<file path="src/rtl/cfg_regs.svh">
// register indices, field positions and reset values of the decoder configuration bank
`ifndef CFG_REGS_SVH
`define CFG_REGS_SVH

// register index = haddr[6:2]; byte address = 4 * index
`define IDX_SHADOW3 5'h03
`define IDX_PLL 5'h08
`define IDX_PINS_C 5'h0c
`define IDX_PINS_D 5'h0d
`define IDX_AUDIO_E 5'h0e
`define IDX_SUBC_F 5'h0f
`define IDX_STATUS 5'h10

// field positions
`define C_EXT_OFFTRACK 0
`define C_SINGLE_MUTE 1
`define C_PIN3_LEVEL 2
`define E_BRAKE_6PCT 0
`define E_LOCK_DISC 1
`define F_ALT_SPACE 0
`define F_SUBC_ON 2
`define F_SUBC_3WIRE 3
`define SH3_ELEVEN_SEL 0
`define SH3_COMB_HIZ 1
`define SH3_SIXTEEN_HIZ 2
`define SH3_PIN3_OUT 3

// field codes
`define PIN_CODE_SRC 2'h1
`define PIN_CODE_LOW 2'h2
`define PIN_CODE_HIGH 2'h3
`define AUDIO_ON_CODE 2'h1
`define MOTOR_4LINE 4'h0

// power-on values
`define RST_SHADOW3 4'h0
`define RST_PLL 4'h0
`define RST_PINS_C 4'h2
`define RST_PINS_D 4'hf
`define RST_AUDIO_E 4'h4
`define RST_SUBC_F 4'h0

`endif

</file>
<file path="src/rtl/cfg_pkg.sv">
// types shared by the configuration bank and its bus slave
package cfg_pkg;

  typedef enum logic [1:0] {
    BUS_IDLE = 2'b00,
    BUS_WAIT = 2'b01
  } bus_state_t;

  typedef enum logic [2:0] {
    SEL_NONE,
    SEL_SHADOW3,
    SEL_PLL,
    SEL_PINS_C,
    SEL_PINS_D,
    SEL_AUDIO_E,
    SEL_SUBC_F,
    SEL_STATUS
  } reg_sel_t;

  typedef struct packed {
    bus_state_t state;
    logic ready;
    logic write;
    logic [4:0] index;
    logic wr_en;
    logic [3:0] wr_data;
    logic [31:0] rdata;
  } bus_st_t;

  typedef struct packed {
    logic [3:0] shadow3;
    logic [3:0] pll;
    logic [3:0] pins_c;
    logic [3:0] pins_d;
    logic [3:0] audio_e;
    logic [3:0] subc_f;
    logic p1_meta;
    logic p1_sync;
    logic p2_meta;
    logic p2_sync;
    logic offtrack;
    logic mute_pin;
    logic dual_oe;
    logic pin_four;
    logic pin_five;
    logic four_line;
    logic deemph_bypass;
    logic audio_en;
    logic comb_clk;
    logic comb_oe;
    logic sixteen_clk;
    logic sixteen_oe;
  } cfg_st_t;

endpackage

</file>
<file path="src/rtl/cfg_ahb_slave.sv">
// ahb-lite slave front end: one wait state, then a registered answer
module cfg_ahb_slave
  import cfg_pkg::*;
(
  // clock and reset
  input wire logic i_clock,
  input wire logic i_rst_b,
  // ahb-lite
  input wire logic i_hsel,
  input wire logic [31:0] i_haddr,
  input wire logic [1:0] i_htrans,
  input wire logic i_hwrite,
  input wire logic [31:0] i_hwdata,
  input wire logic i_hready,
  output logic o_hreadyout,
  output logic [31:0] o_hrdata,
  // register side
  input wire logic [31:0] i_rd_data,
  output logic [4:0] o_index,
  output logic o_wr_en,
  output logic [3:0] o_wr_data
);

  bus_st_t st_reg;
  bus_st_t st_next;

  always_comb begin
    st_next = st_reg;
    st_next.wr_en = 1'b0;
    case (st_reg.state)
      BUS_IDLE: begin
        if (i_hsel && i_htrans[1] && i_hready) begin
          st_next.state = BUS_WAIT;
          st_next.ready = 1'b0;
          st_next.write = i_hwrite;
          st_next.index = i_haddr[6:2];
        end
      end
      BUS_WAIT: begin
        // the whole nibble lands at once
        st_next.state = BUS_IDLE;
        st_next.ready = 1'b1;
        st_next.wr_en = st_reg.write;
        st_next.wr_data = i_hwdata[3:0];
        st_next.rdata = st_reg.write ? 32'h0000_0000 : i_rd_data;
      end
      default: begin
        st_next.state = BUS_IDLE;
        st_next.ready = 1'b1;
      end
    endcase
  end

  always_ff @(posedge i_clock) begin
    if (!i_rst_b) begin
      st_reg <= '0;
      st_reg.ready <= 1'b1;
    end else begin
      st_reg <= st_next;
    end
  end

  assign o_hreadyout = st_reg.ready;
  assign o_hrdata = st_reg.rdata;
  assign o_index = st_reg.index;
  assign o_wr_en = st_reg.wr_en;
  assign o_wr_data = st_reg.wr_data;

endmodule

</file>
<file path="src/rtl/cfg_bank.sv">
// decoder pin and mode configuration bank behind an ahb-lite slave
`include "cfg_regs.svh"

module cfg_bank
  import cfg_pkg::*;
(
  // clock and reset
  input wire logic i_clock,
  input wire logic i_rst_b,
  // ahb-lite slave
  input wire logic i_hsel,
  input wire logic [31:0] i_haddr,
  input wire logic [1:0] i_htrans,
  input wire logic i_hwrite,
  input wire logic [2:0] i_hsize,
  input wire logic [31:0] i_hwdata,
  input wire logic i_hready,
  output logic o_hreadyout,
  output logic o_hresp,
  output logic [31:0] o_hrdata,
  // sources inside the decoder
  input wire logic i_offtrack_internal,
  input wire logic i_mute_left,
  input wire logic i_mute_right,
  input wire logic i_motor_line_a,
  input wire logic i_motor_line_b,
  input wire logic i_qw_subcode,
  input wire logic i_deemph_flag,
  input wire logic i_quarter_clock,
  input wire logic i_eleven_clock,
  input wire logic i_sixteen_clock,
  // versatile pins
  input wire logic i_multi_pin_one,
  input wire logic i_dual_pin,
  output logic o_dual_pin_out,
  output logic o_dual_pin_oe,
  output logic o_mute_pin,
  output logic o_multi_pin_four,
  output logic o_multi_pin_five,
  // clock pins
  output logic o_combined_clock,
  output logic o_combined_clock_oe,
  output logic o_sixteen_clock,
  output logic o_sixteen_clock_oe,
  // decoder controls
  output logic o_offtrack,
  output logic o_four_line_motor,
  output logic o_deemph_bypass,
  output logic o_audio_feat_en,
  output logic o_lock_to_disc,
  output logic o_brake_6pct,
  output logic o_subcode_en,
  output logic o_subcode_3wire,
  output logic [1:0] o_pll_loop_code,
  output logic [1:0] o_pll_int_scale
);

  cfg_st_t st_reg;
  cfg_st_t st_next;
  logic [4:0] bus_index;
  logic bus_wr_en;
  logic [3:0] bus_wr_data;
  logic [31:0] rd_data;
  reg_sel_t wr_sel;
  logic pin3_level;

  cfg_ahb_slave cfg_ahb_slave_inst (
    .i_clock(i_clock),
    .i_rst_b(i_rst_b),
    .i_hsel(i_hsel),
    .i_haddr(i_haddr),
    .i_htrans(i_htrans),
    .i_hwrite(i_hwrite),
    .i_hwdata(i_hwdata),
    .i_hready(i_hready),
    .o_hreadyout(o_hreadyout),
    .o_hrdata(o_hrdata),
    .i_rd_data(rd_data),
    .o_index(bus_index),
    .o_wr_en(bus_wr_en),
    .o_wr_data(bus_wr_data)
  );

  // f stays reachable in the shadow space, otherwise the space could never be left
  function automatic reg_sel_t decode(input logic [4:0] idx, input logic alt);
    reg_sel_t sel;
    sel = SEL_NONE;
    if (idx == `IDX_STATUS) begin
      sel = SEL_STATUS;
    end else if (idx == `IDX_SUBC_F) begin
      sel = SEL_SUBC_F;
    end else if (alt) begin
      if (idx == `IDX_SHADOW3) begin
        sel = SEL_SHADOW3;
      end
    end else begin
      case (idx)
        `IDX_PLL: sel = SEL_PLL;
        `IDX_PINS_C: sel = SEL_PINS_C;
        `IDX_PINS_D: sel = SEL_PINS_D;
        `IDX_AUDIO_E: sel = SEL_AUDIO_E;
        default: sel = SEL_NONE;
      endcase
    end
    return sel;
  endfunction

  // 01 passes the source, 10 drives low, 11 drives high
  function automatic logic pin_code(input logic [1:0] code, input logic src, input logic dflt);
    logic v;
    v = dflt;
    case (code)
      `PIN_CODE_SRC: v = src;
      `PIN_CODE_LOW: v = 1'b0;
      `PIN_CODE_HIGH: v = 1'b1;
      default: v = dflt;
    endcase
    return v;
  endfunction

  // the slave samples this in its data-phase cycle
  always_comb begin
    rd_data = 32'h0000_0000;
    case (decode(bus_index, st_reg.subc_f[`F_ALT_SPACE]))
      SEL_SHADOW3: rd_data[3:0] = st_reg.shadow3;
      SEL_PLL: rd_data[3:0] = st_reg.pll;
      SEL_PINS_C: rd_data[3:0] = st_reg.pins_c;
      SEL_PINS_D: rd_data[3:0] = st_reg.pins_d;
      SEL_AUDIO_E: rd_data[3:0] = st_reg.audio_e;
      SEL_SUBC_F: rd_data[3:0] = st_reg.subc_f;
      SEL_STATUS: rd_data[2:0] = {st_reg.subc_f[`F_ALT_SPACE], st_reg.p2_sync, st_reg.p1_sync};
      default: rd_data = 32'h0000_0000;
    endcase
  end

  assign wr_sel = bus_wr_en ? decode(bus_index, st_reg.subc_f[`F_ALT_SPACE]) : SEL_NONE;

  // kill-r when split, else the fixed level from c bit2
  assign pin3_level = st_reg.pins_c[`C_SINGLE_MUTE] ? st_reg.pins_c[`C_PIN3_LEVEL]
                                                    : i_mute_right;

  always_comb begin
    st_next = st_reg;
    case (wr_sel)
      SEL_SHADOW3: st_next.shadow3 = bus_wr_data;
      SEL_PLL: st_next.pll = bus_wr_data;
      SEL_PINS_C: st_next.pins_c = bus_wr_data;
      SEL_PINS_D: st_next.pins_d = bus_wr_data;
      SEL_AUDIO_E: st_next.audio_e = bus_wr_data;
      SEL_SUBC_F: st_next.subc_f = bus_wr_data;
      default: st_next.pll = st_reg.pll;
    endcase
    // pins are asynchronous to the decoder clock
    st_next.p1_meta = i_multi_pin_one;
    st_next.p1_sync = st_reg.p1_meta;
    st_next.p2_meta = i_dual_pin;
    st_next.p2_sync = st_reg.p2_meta;
    st_next.offtrack = st_reg.pins_c[`C_EXT_OFFTRACK] ? st_reg.p1_sync
                                                     : i_offtrack_internal;
    // single mute kills only when both channels ask for it
    st_next.mute_pin = st_reg.pins_c[`C_SINGLE_MUTE] ? (i_mute_left & i_mute_right)
                                                     : i_mute_left;
    st_next.dual_oe = st_reg.shadow3[`SH3_PIN3_OUT] & ~pin3_level;
    st_next.four_line = (st_reg.pins_d == `MOTOR_4LINE);
    if (st_reg.pins_d == `MOTOR_4LINE) begin
      st_next.pin_four = i_motor_line_a;
      st_next.pin_five = i_motor_line_b;
    end else begin
      // an undocumented 00 half keeps the motor line on that pin
      st_next.pin_four = pin_code(st_reg.pins_d[1:0], i_qw_subcode, i_motor_line_a);
      st_next.pin_five = pin_code(st_reg.pins_d[3:2], i_deemph_flag, i_motor_line_b);
    end
    st_next.deemph_bypass = (st_reg.pins_d[3:2] == `PIN_CODE_SRC);
    st_next.audio_en = (st_reg.audio_e[3:2] == `AUDIO_ON_CODE);
    // clock sources come from on-chip dividers on i_clock, so no synchroniser
    st_next.comb_clk = st_reg.shadow3[`SH3_ELEVEN_SEL] ? i_eleven_clock
                                                       : i_quarter_clock;
    st_next.comb_oe = ~st_reg.shadow3[`SH3_COMB_HIZ];
    st_next.sixteen_clk = i_sixteen_clock;
    st_next.sixteen_oe = ~st_reg.shadow3[`SH3_SIXTEEN_HIZ];
  end

  always_ff @(posedge i_clock) begin
    if (!i_rst_b) begin
      st_reg <= '0;
      st_reg.shadow3 <= `RST_SHADOW3;
      st_reg.pll <= `RST_PLL;
      st_reg.pins_c <= `RST_PINS_C;
      st_reg.pins_d <= `RST_PINS_D;
      st_reg.audio_e <= `RST_AUDIO_E;
      st_reg.subc_f <= `RST_SUBC_F;
      st_reg.mute_pin <= 1'b0;
      st_reg.comb_oe <= 1'b1;
      st_reg.sixteen_oe <= 1'b1;
      st_reg.pin_four <= 1'b1;
      st_reg.pin_five <= 1'b1;
      st_reg.audio_en <= 1'b1;
    end else begin
      st_reg <= st_next;
    end
  end

  // responses are always okay; open-drain pin only ever pulls low
  assign o_hresp = 1'b0;
  assign o_dual_pin_out = 1'b0;
  assign o_dual_pin_oe = st_reg.dual_oe;
  assign o_mute_pin = st_reg.mute_pin;
  assign o_multi_pin_four = st_reg.pin_four;
  assign o_multi_pin_five = st_reg.pin_five;
  assign o_combined_clock = st_reg.comb_clk;
  assign o_combined_clock_oe = st_reg.comb_oe;
  assign o_sixteen_clock = st_reg.sixteen_clk;
  assign o_sixteen_clock_oe = st_reg.sixteen_oe;
  assign o_offtrack = st_reg.offtrack;
  assign o_four_line_motor = st_reg.four_line;
  assign o_deemph_bypass = st_reg.deemph_bypass;
  assign o_audio_feat_en = st_reg.audio_en;
  assign o_lock_to_disc = st_reg.audio_e[`E_LOCK_DISC];
  assign o_brake_6pct = st_reg.audio_e[`E_BRAKE_6PCT];
  assign o_subcode_en = st_reg.subc_f[`F_SUBC_ON];
  assign o_subcode_3wire = st_reg.subc_f[`F_SUBC_3WIRE];
  assign o_pll_loop_code = st_reg.pll[1:0];
  assign o_pll_int_scale = st_reg.pll[3:2];

  property p_reset_values;
    @(posedge i_clock) $past(!i_rst_b) && i_rst_b |->
      st_reg.pins_c == `RST_PINS_C && st_reg.pins_d == `RST_PINS_D &&
      st_reg.audio_e == `RST_AUDIO_E && st_reg.subc_f == `RST_SUBC_F &&
      st_reg.shadow3 == `RST_SHADOW3;
  endproperty
  a_reset_values: assert property (p_reset_values)
    else $error("configuration not at power-on values after reset");

  property p_offtrack_ext;
    @(posedge i_clock) disable iff (!i_rst_b)
      st_reg.pins_c[`C_EXT_OFFTRACK] |=> o_offtrack == $past(st_reg.p1_sync);
  endproperty
  a_offtrack_ext: assert property (p_offtrack_ext)
    else $error("off-track not taken from pin one");

  property p_split_mute;
    @(posedge i_clock) disable iff (!i_rst_b)
      !st_reg.pins_c[`C_SINGLE_MUTE] ##0 i_mute_left |=> o_mute_pin;
  endproperty
  a_split_mute: assert property (p_split_mute)
    else $error("left mute not on mute pin");

  property p_motor_4line;
    @(posedge i_clock) disable iff (!i_rst_b)
      st_reg.pins_d == `MOTOR_4LINE |=>
        o_four_line_motor && o_multi_pin_four == $past(i_motor_line_a) &&
        o_multi_pin_five == $past(i_motor_line_b);
  endproperty
  a_motor_4line: assert property (p_motor_4line)
    else $error("four-line motor not on pins four and five");

  property p_pin_four_low;
    @(posedge i_clock) disable iff (!i_rst_b)
      st_reg.pins_d[1:0] == `PIN_CODE_LOW |=> !o_multi_pin_four;
  endproperty
  a_pin_four_low: assert property (p_pin_four_low)
    else $error("pin four not low");

  property p_deemph;
    @(posedge i_clock) disable iff (!i_rst_b)
      st_reg.pins_d[3:2] == `PIN_CODE_SRC |=>
        o_deemph_bypass && o_multi_pin_five == $past(i_deemph_flag);
  endproperty
  a_deemph: assert property (p_deemph)
    else $error("de-emphasis flag not on pin five");

  property p_audio_off;
    @(posedge i_clock) disable iff (!i_rst_b)
      st_reg.audio_e[3:2] == 2'h0 |=> !o_audio_feat_en;
  endproperty
  a_audio_off: assert property (p_audio_off)
    else $error("audio features not disabled");

  property p_shadow_write;
    @(posedge i_clock) disable iff (!i_rst_b)
      bus_wr_en && bus_index == `IDX_SHADOW3 && st_reg.subc_f[`F_ALT_SPACE] |=>
        st_reg.shadow3 == $past(bus_wr_data) && $stable(st_reg.pll);
  endproperty
  a_shadow_write: assert property (p_shadow_write)
    else $error("shadow write missed");

  property p_main_write;
    @(posedge i_clock) disable iff (!i_rst_b)
      bus_wr_en && bus_index == `IDX_PINS_D && !st_reg.subc_f[`F_ALT_SPACE] |=>
        st_reg.pins_d == $past(bus_wr_data);
  endproperty
  a_main_write: assert property (p_main_write)
    else $error("register d not written as a whole nibble");

  property p_comb_hiz;
    @(posedge i_clock) disable iff (!i_rst_b)
      st_reg.shadow3[`SH3_COMB_HIZ] |=> !o_combined_clock_oe;
  endproperty
  a_comb_hiz: assert property (p_comb_hiz)
    else $error("combined clock pin still driven");

  property p_comb_eleven;
    @(posedge i_clock) disable iff (!i_rst_b)
      st_reg.shadow3[`SH3_ELEVEN_SEL] |=> o_combined_clock == $past(i_eleven_clock);
  endproperty
  a_comb_eleven: assert property (p_comb_eleven)
    else $error("eleven clock not on combined output");

  property p_sixteen_hiz;
    @(posedge i_clock) disable iff (!i_rst_b)
      st_reg.shadow3[`SH3_SIXTEEN_HIZ] |=> !o_sixteen_clock_oe;
  endproperty
  a_sixteen_hiz: assert property (p_sixteen_hiz)
    else $error("sixteen clock pin still driven");

  property p_dual_input;
    @(posedge i_clock) disable iff (!i_rst_b)
      !st_reg.shadow3[`SH3_PIN3_OUT] |=> !o_dual_pin_oe;
  endproperty
  a_dual_input: assert property (p_dual_input)
    else $error("dual pin driven while an input");

  property p_bus_wait;
    @(posedge i_clock) disable iff (!i_rst_b)
      o_hreadyout && i_hsel && i_htrans[1] |=> !o_hreadyout ##1 o_hreadyout;
  endproperty
  a_bus_wait: assert property (p_bus_wait)
    else $error("bus answer not after one wait state");

endmodule

</file>
<file path="config.mk">
export PLATFORM = sky130hd
export DESIGN_NAME = cfg_bank
export DESIGN_NICKNAME = d
export VERILOG_FILES = /design/src/rtl/cfg_pkg.sv /design/src/rtl/cfg_ahb_slave.sv /design/src/rtl/cfg_bank.sv
export VERILOG_INCLUDE_DIRS = /design/src /design/src/rtl
export SDC_FILE = /design/constraint.sdc
export NUM_CORES = 1
export LEC_CHECK = 0
export ABC_AREA = 1
export BUFFER_PORTS_ARGS = -buffer_cell sky130_fd_sc_hd__buf_2
export CORE_ASPECT_RATIO = 1.1
export CORE_MARGIN = 2
export CORE_UTILIZATION = 44
export DETAILED_ROUTE_END_ITERATION = 8
export MAX_ROUTING_LAYER = met4
export PLACE_DENSITY = 0.79
export SYNTH_ARGS = -nofsm -noshare
export SYNTH_HDL_FRONTEND = slang
export SYNTH_SLANG_ARGS = --single-unit
</file>
<file path="constraint.sdc">
create_clock -name i_clock -period 1.81 [get_ports i_clock]
set_input_delay 0.0905 -clock i_clock [delete_from_list [all_inputs] [get_ports i_clock]]
set_output_delay 0.0905 -clock i_clock [all_outputs]
set_load 0.005 [all_outputs]
</file>
==> run metrics <==
GPL Wtd Cong=0.881; # diodes=0; First-pass DRT Iterations=4; Post-Synth Simple-Gate Area=0.269; Antenna Violating Nets Remaining=0; post-synthesis xor/xnor area fraction=0; clock transition at the registers of the reported paths=0.06 ns; Detailed Route WL=5.91 mm; initial antenna violation count=0; crit end category=flip-flop; clk root buf=clkbuf_8; Yosys top cell area share=0.432; Synth area leaders=dfxtp_1 43%, buf_4 11%, nand2_1 8.7%; cell mode on critical path=nand2_1; Final nets=499; worst endpoint required time=2.10 ns; final worst path period share=0.902; die area=6630 um2; Mapped Area=2640 um2; final hold vios=0; Worst EP arrival=1.92 ns; final setup TNS=0 ns; TritonCTS Buffers=9; clk_skew=0.00372 ns; Site Rows=29; crit-path cells=nor2_2 -> nand3_2 -> nand3_2 -> nor2_2 -> nand2_1 -> nor2_1 -> nor2_1 -> nand2_1 -> nand2_1 -> nand2_1; Detailed Route Iter0 Violations=145; RSZ-0062 raised after global routing=false; Die Height=85.2 um; mux contribution to synthesized area=0; Syn Inst Count=346; pwr dens=791 nW/um2; Peak VDD IR=0.439 mV; CTS tree=yes; TritonCTS Sinks=57; Max Root-Sink Buffers=2; Max-Cap Viols=0; Total GRT Usage=0.198; Warnings, synthesis=0; Worst R2R Setup Slack=0.18 ns; number of fill cells=557; Setup Crit Path Kind=flip-flop to flip-flop; CP max stage delay=0.44 ns; grt total ovfl=0; endpoints failing setup=0; largest net degree at the start of global routing=40; area share of fa/ha/maj cells after synthesis=0; CP max stage cell=dfxtp_1; area grow syn2layout=19.1%; max FFs per register=18; startpoint types=flip-flop; global-route wire length before repair=9.74 mm; Final Critical Period=1.63 ns; ys flop type=dfxtp_1; fmax=612 MHz; post-synthesis register bit count=57; CP top delay family=simple AND/OR/NAND/NOR gates; mean area per synthesized cell=7.63 um2; post-synthesis sequential area ratio=0.432; largest family of logic cells by synthesized area=simple AND/OR/NAND/NOR gates; Initial Util=0.457; DR vias/cell=4.66; Via Count=2303; Routed WL per cell=12.0 um; most common cell after layout, fill and taps aside=nand2_1; Synth async-reset ratio=0; clk_lat worst skew=0.34 ns; compound-gate portion of the synthesized area=0.125; status=complete, no violations; leakage=1.53 nW; layout cells sized above 1=0.221; CP Buf/Inv Count=0; Hold WC Path Type=primary input to flip-flop; Top Ports=141; H-tree depth=3; Die X=77.8 um; Post-synth EDFFs=0; Port Buffer Count=51; Final HPWL DP=4.24 mm; most frequent cells in the layout=60 x nand2_1, 57 x dfxtp_1, 51 x buf_2; Synth area leader=dfxtp_1; synth unique cells=25; number of remaining DRC errors=0; Core ar.=5770 um2; CP max FO=6; Max Slew Vio Count=0; via count of the first global-routing pass=2100; Final Total Pwr=2.49 mW
==> tightest hold or removal path, stage by stage <==
cell	delay, ns
buf_2	0.07
o21ai_0	0.06
nor2_1	0.09
==> final cells by class <==
class,instances,area [um2],share of cell area
multi-input cells,235,1150,0.367
flip-flops and latches,57,1140,0.363
repair buffers,70,438,0.139
inverters,40,150,0.0478
clock buffers,12,145,0.0462
well taps,77,96.3,0.0307
clock inverters,3,17.5,0.00557
==> metal layers <==
layer  wire length, um  GRT usage
met1              2680      0.242
met2              2810      0.305
met3               302     0.0553
met4               123     0.0844
met5                 0          -
==> where the power goes <==
| part | internal, mW | total [mW] | switching, mW |
|---|---|---|---|
| Clock | 0.521 | 0.997 | 0.476 |
| Combinational | 0.0813 | 0.199 | 0.118 |
| Sequential | 1.27 | 1.29 | 0.0150 |
==> kinds of logic after synthesis <==
group | count (synthesis)
AOI/OAI and AO/OA | 63
buffers and inverters | 83
DFF | 57
other | 1
and+or+nand+nor | 142
==> timing repair <==
| action | in CTS | in global routing |
|---|---|---|
| endpoints found under the setup margin | 0 | 2 |
| setup buffers | 0 | 0 |
| hold buffers | 16 | 0 |
| endpoints found under the hold margin | 14 | 0 |
| gates resized for setup | 0 | 1 |
==> final timing paths <==
kind / from / end / cells after the start
worst min register to register: st_next[14] / st_reg[14] / 2
worst max-delay path: cfg_ahb_slave_inst.o_index[2] / cfg_ahb_slave_inst.o_hrdata[3] / 10
worst max register to register: cfg_ahb_slave_inst.o_index[2] / cfg_ahb_slave_inst.o_hrdata[3] / 10
worst min-delay path: i_offtrack_internal / o_offtrack / 3
==> metrics by stage <==
step / std cells / cell area [um2] / util / hold slack [ns] / setup slack, ns
finish: 494 / 3140 / 0.545 / 0.00885 / 0.177
global route: 494 / 3140 / 0.545 / 0.0502 / 0.0179
CTS: 494 / 3140 / 0.544 / 0.00502 / 0.168
detailed placement: 463 / 2820 / 0.488 / 0.277 / 0.189
global placement: 463 / 2820 / 0.488 / 0.271 / 0.217
floorplan: 375 / 2750 / - / 0.186 / 0.394
==> synthesized netlist by cell type, types with 5 or more instances <==
| cell | instances |
|---|---|
| nand2_1 | 61 |
| dfxtp_1 | 57 |
| buf_4 | 38 |
| nor2_1 | 36 |
| inv_1 | 33 |
| o21ai_0 | 28 |
| a21oi_1 | 24 |
| nand3_1 | 23 |
| inv_2 | 6 |
| o21ai_1 | 6 |
| nand3_2 | 5 |
Note: power is estimated with default switching activity, not from simulation.
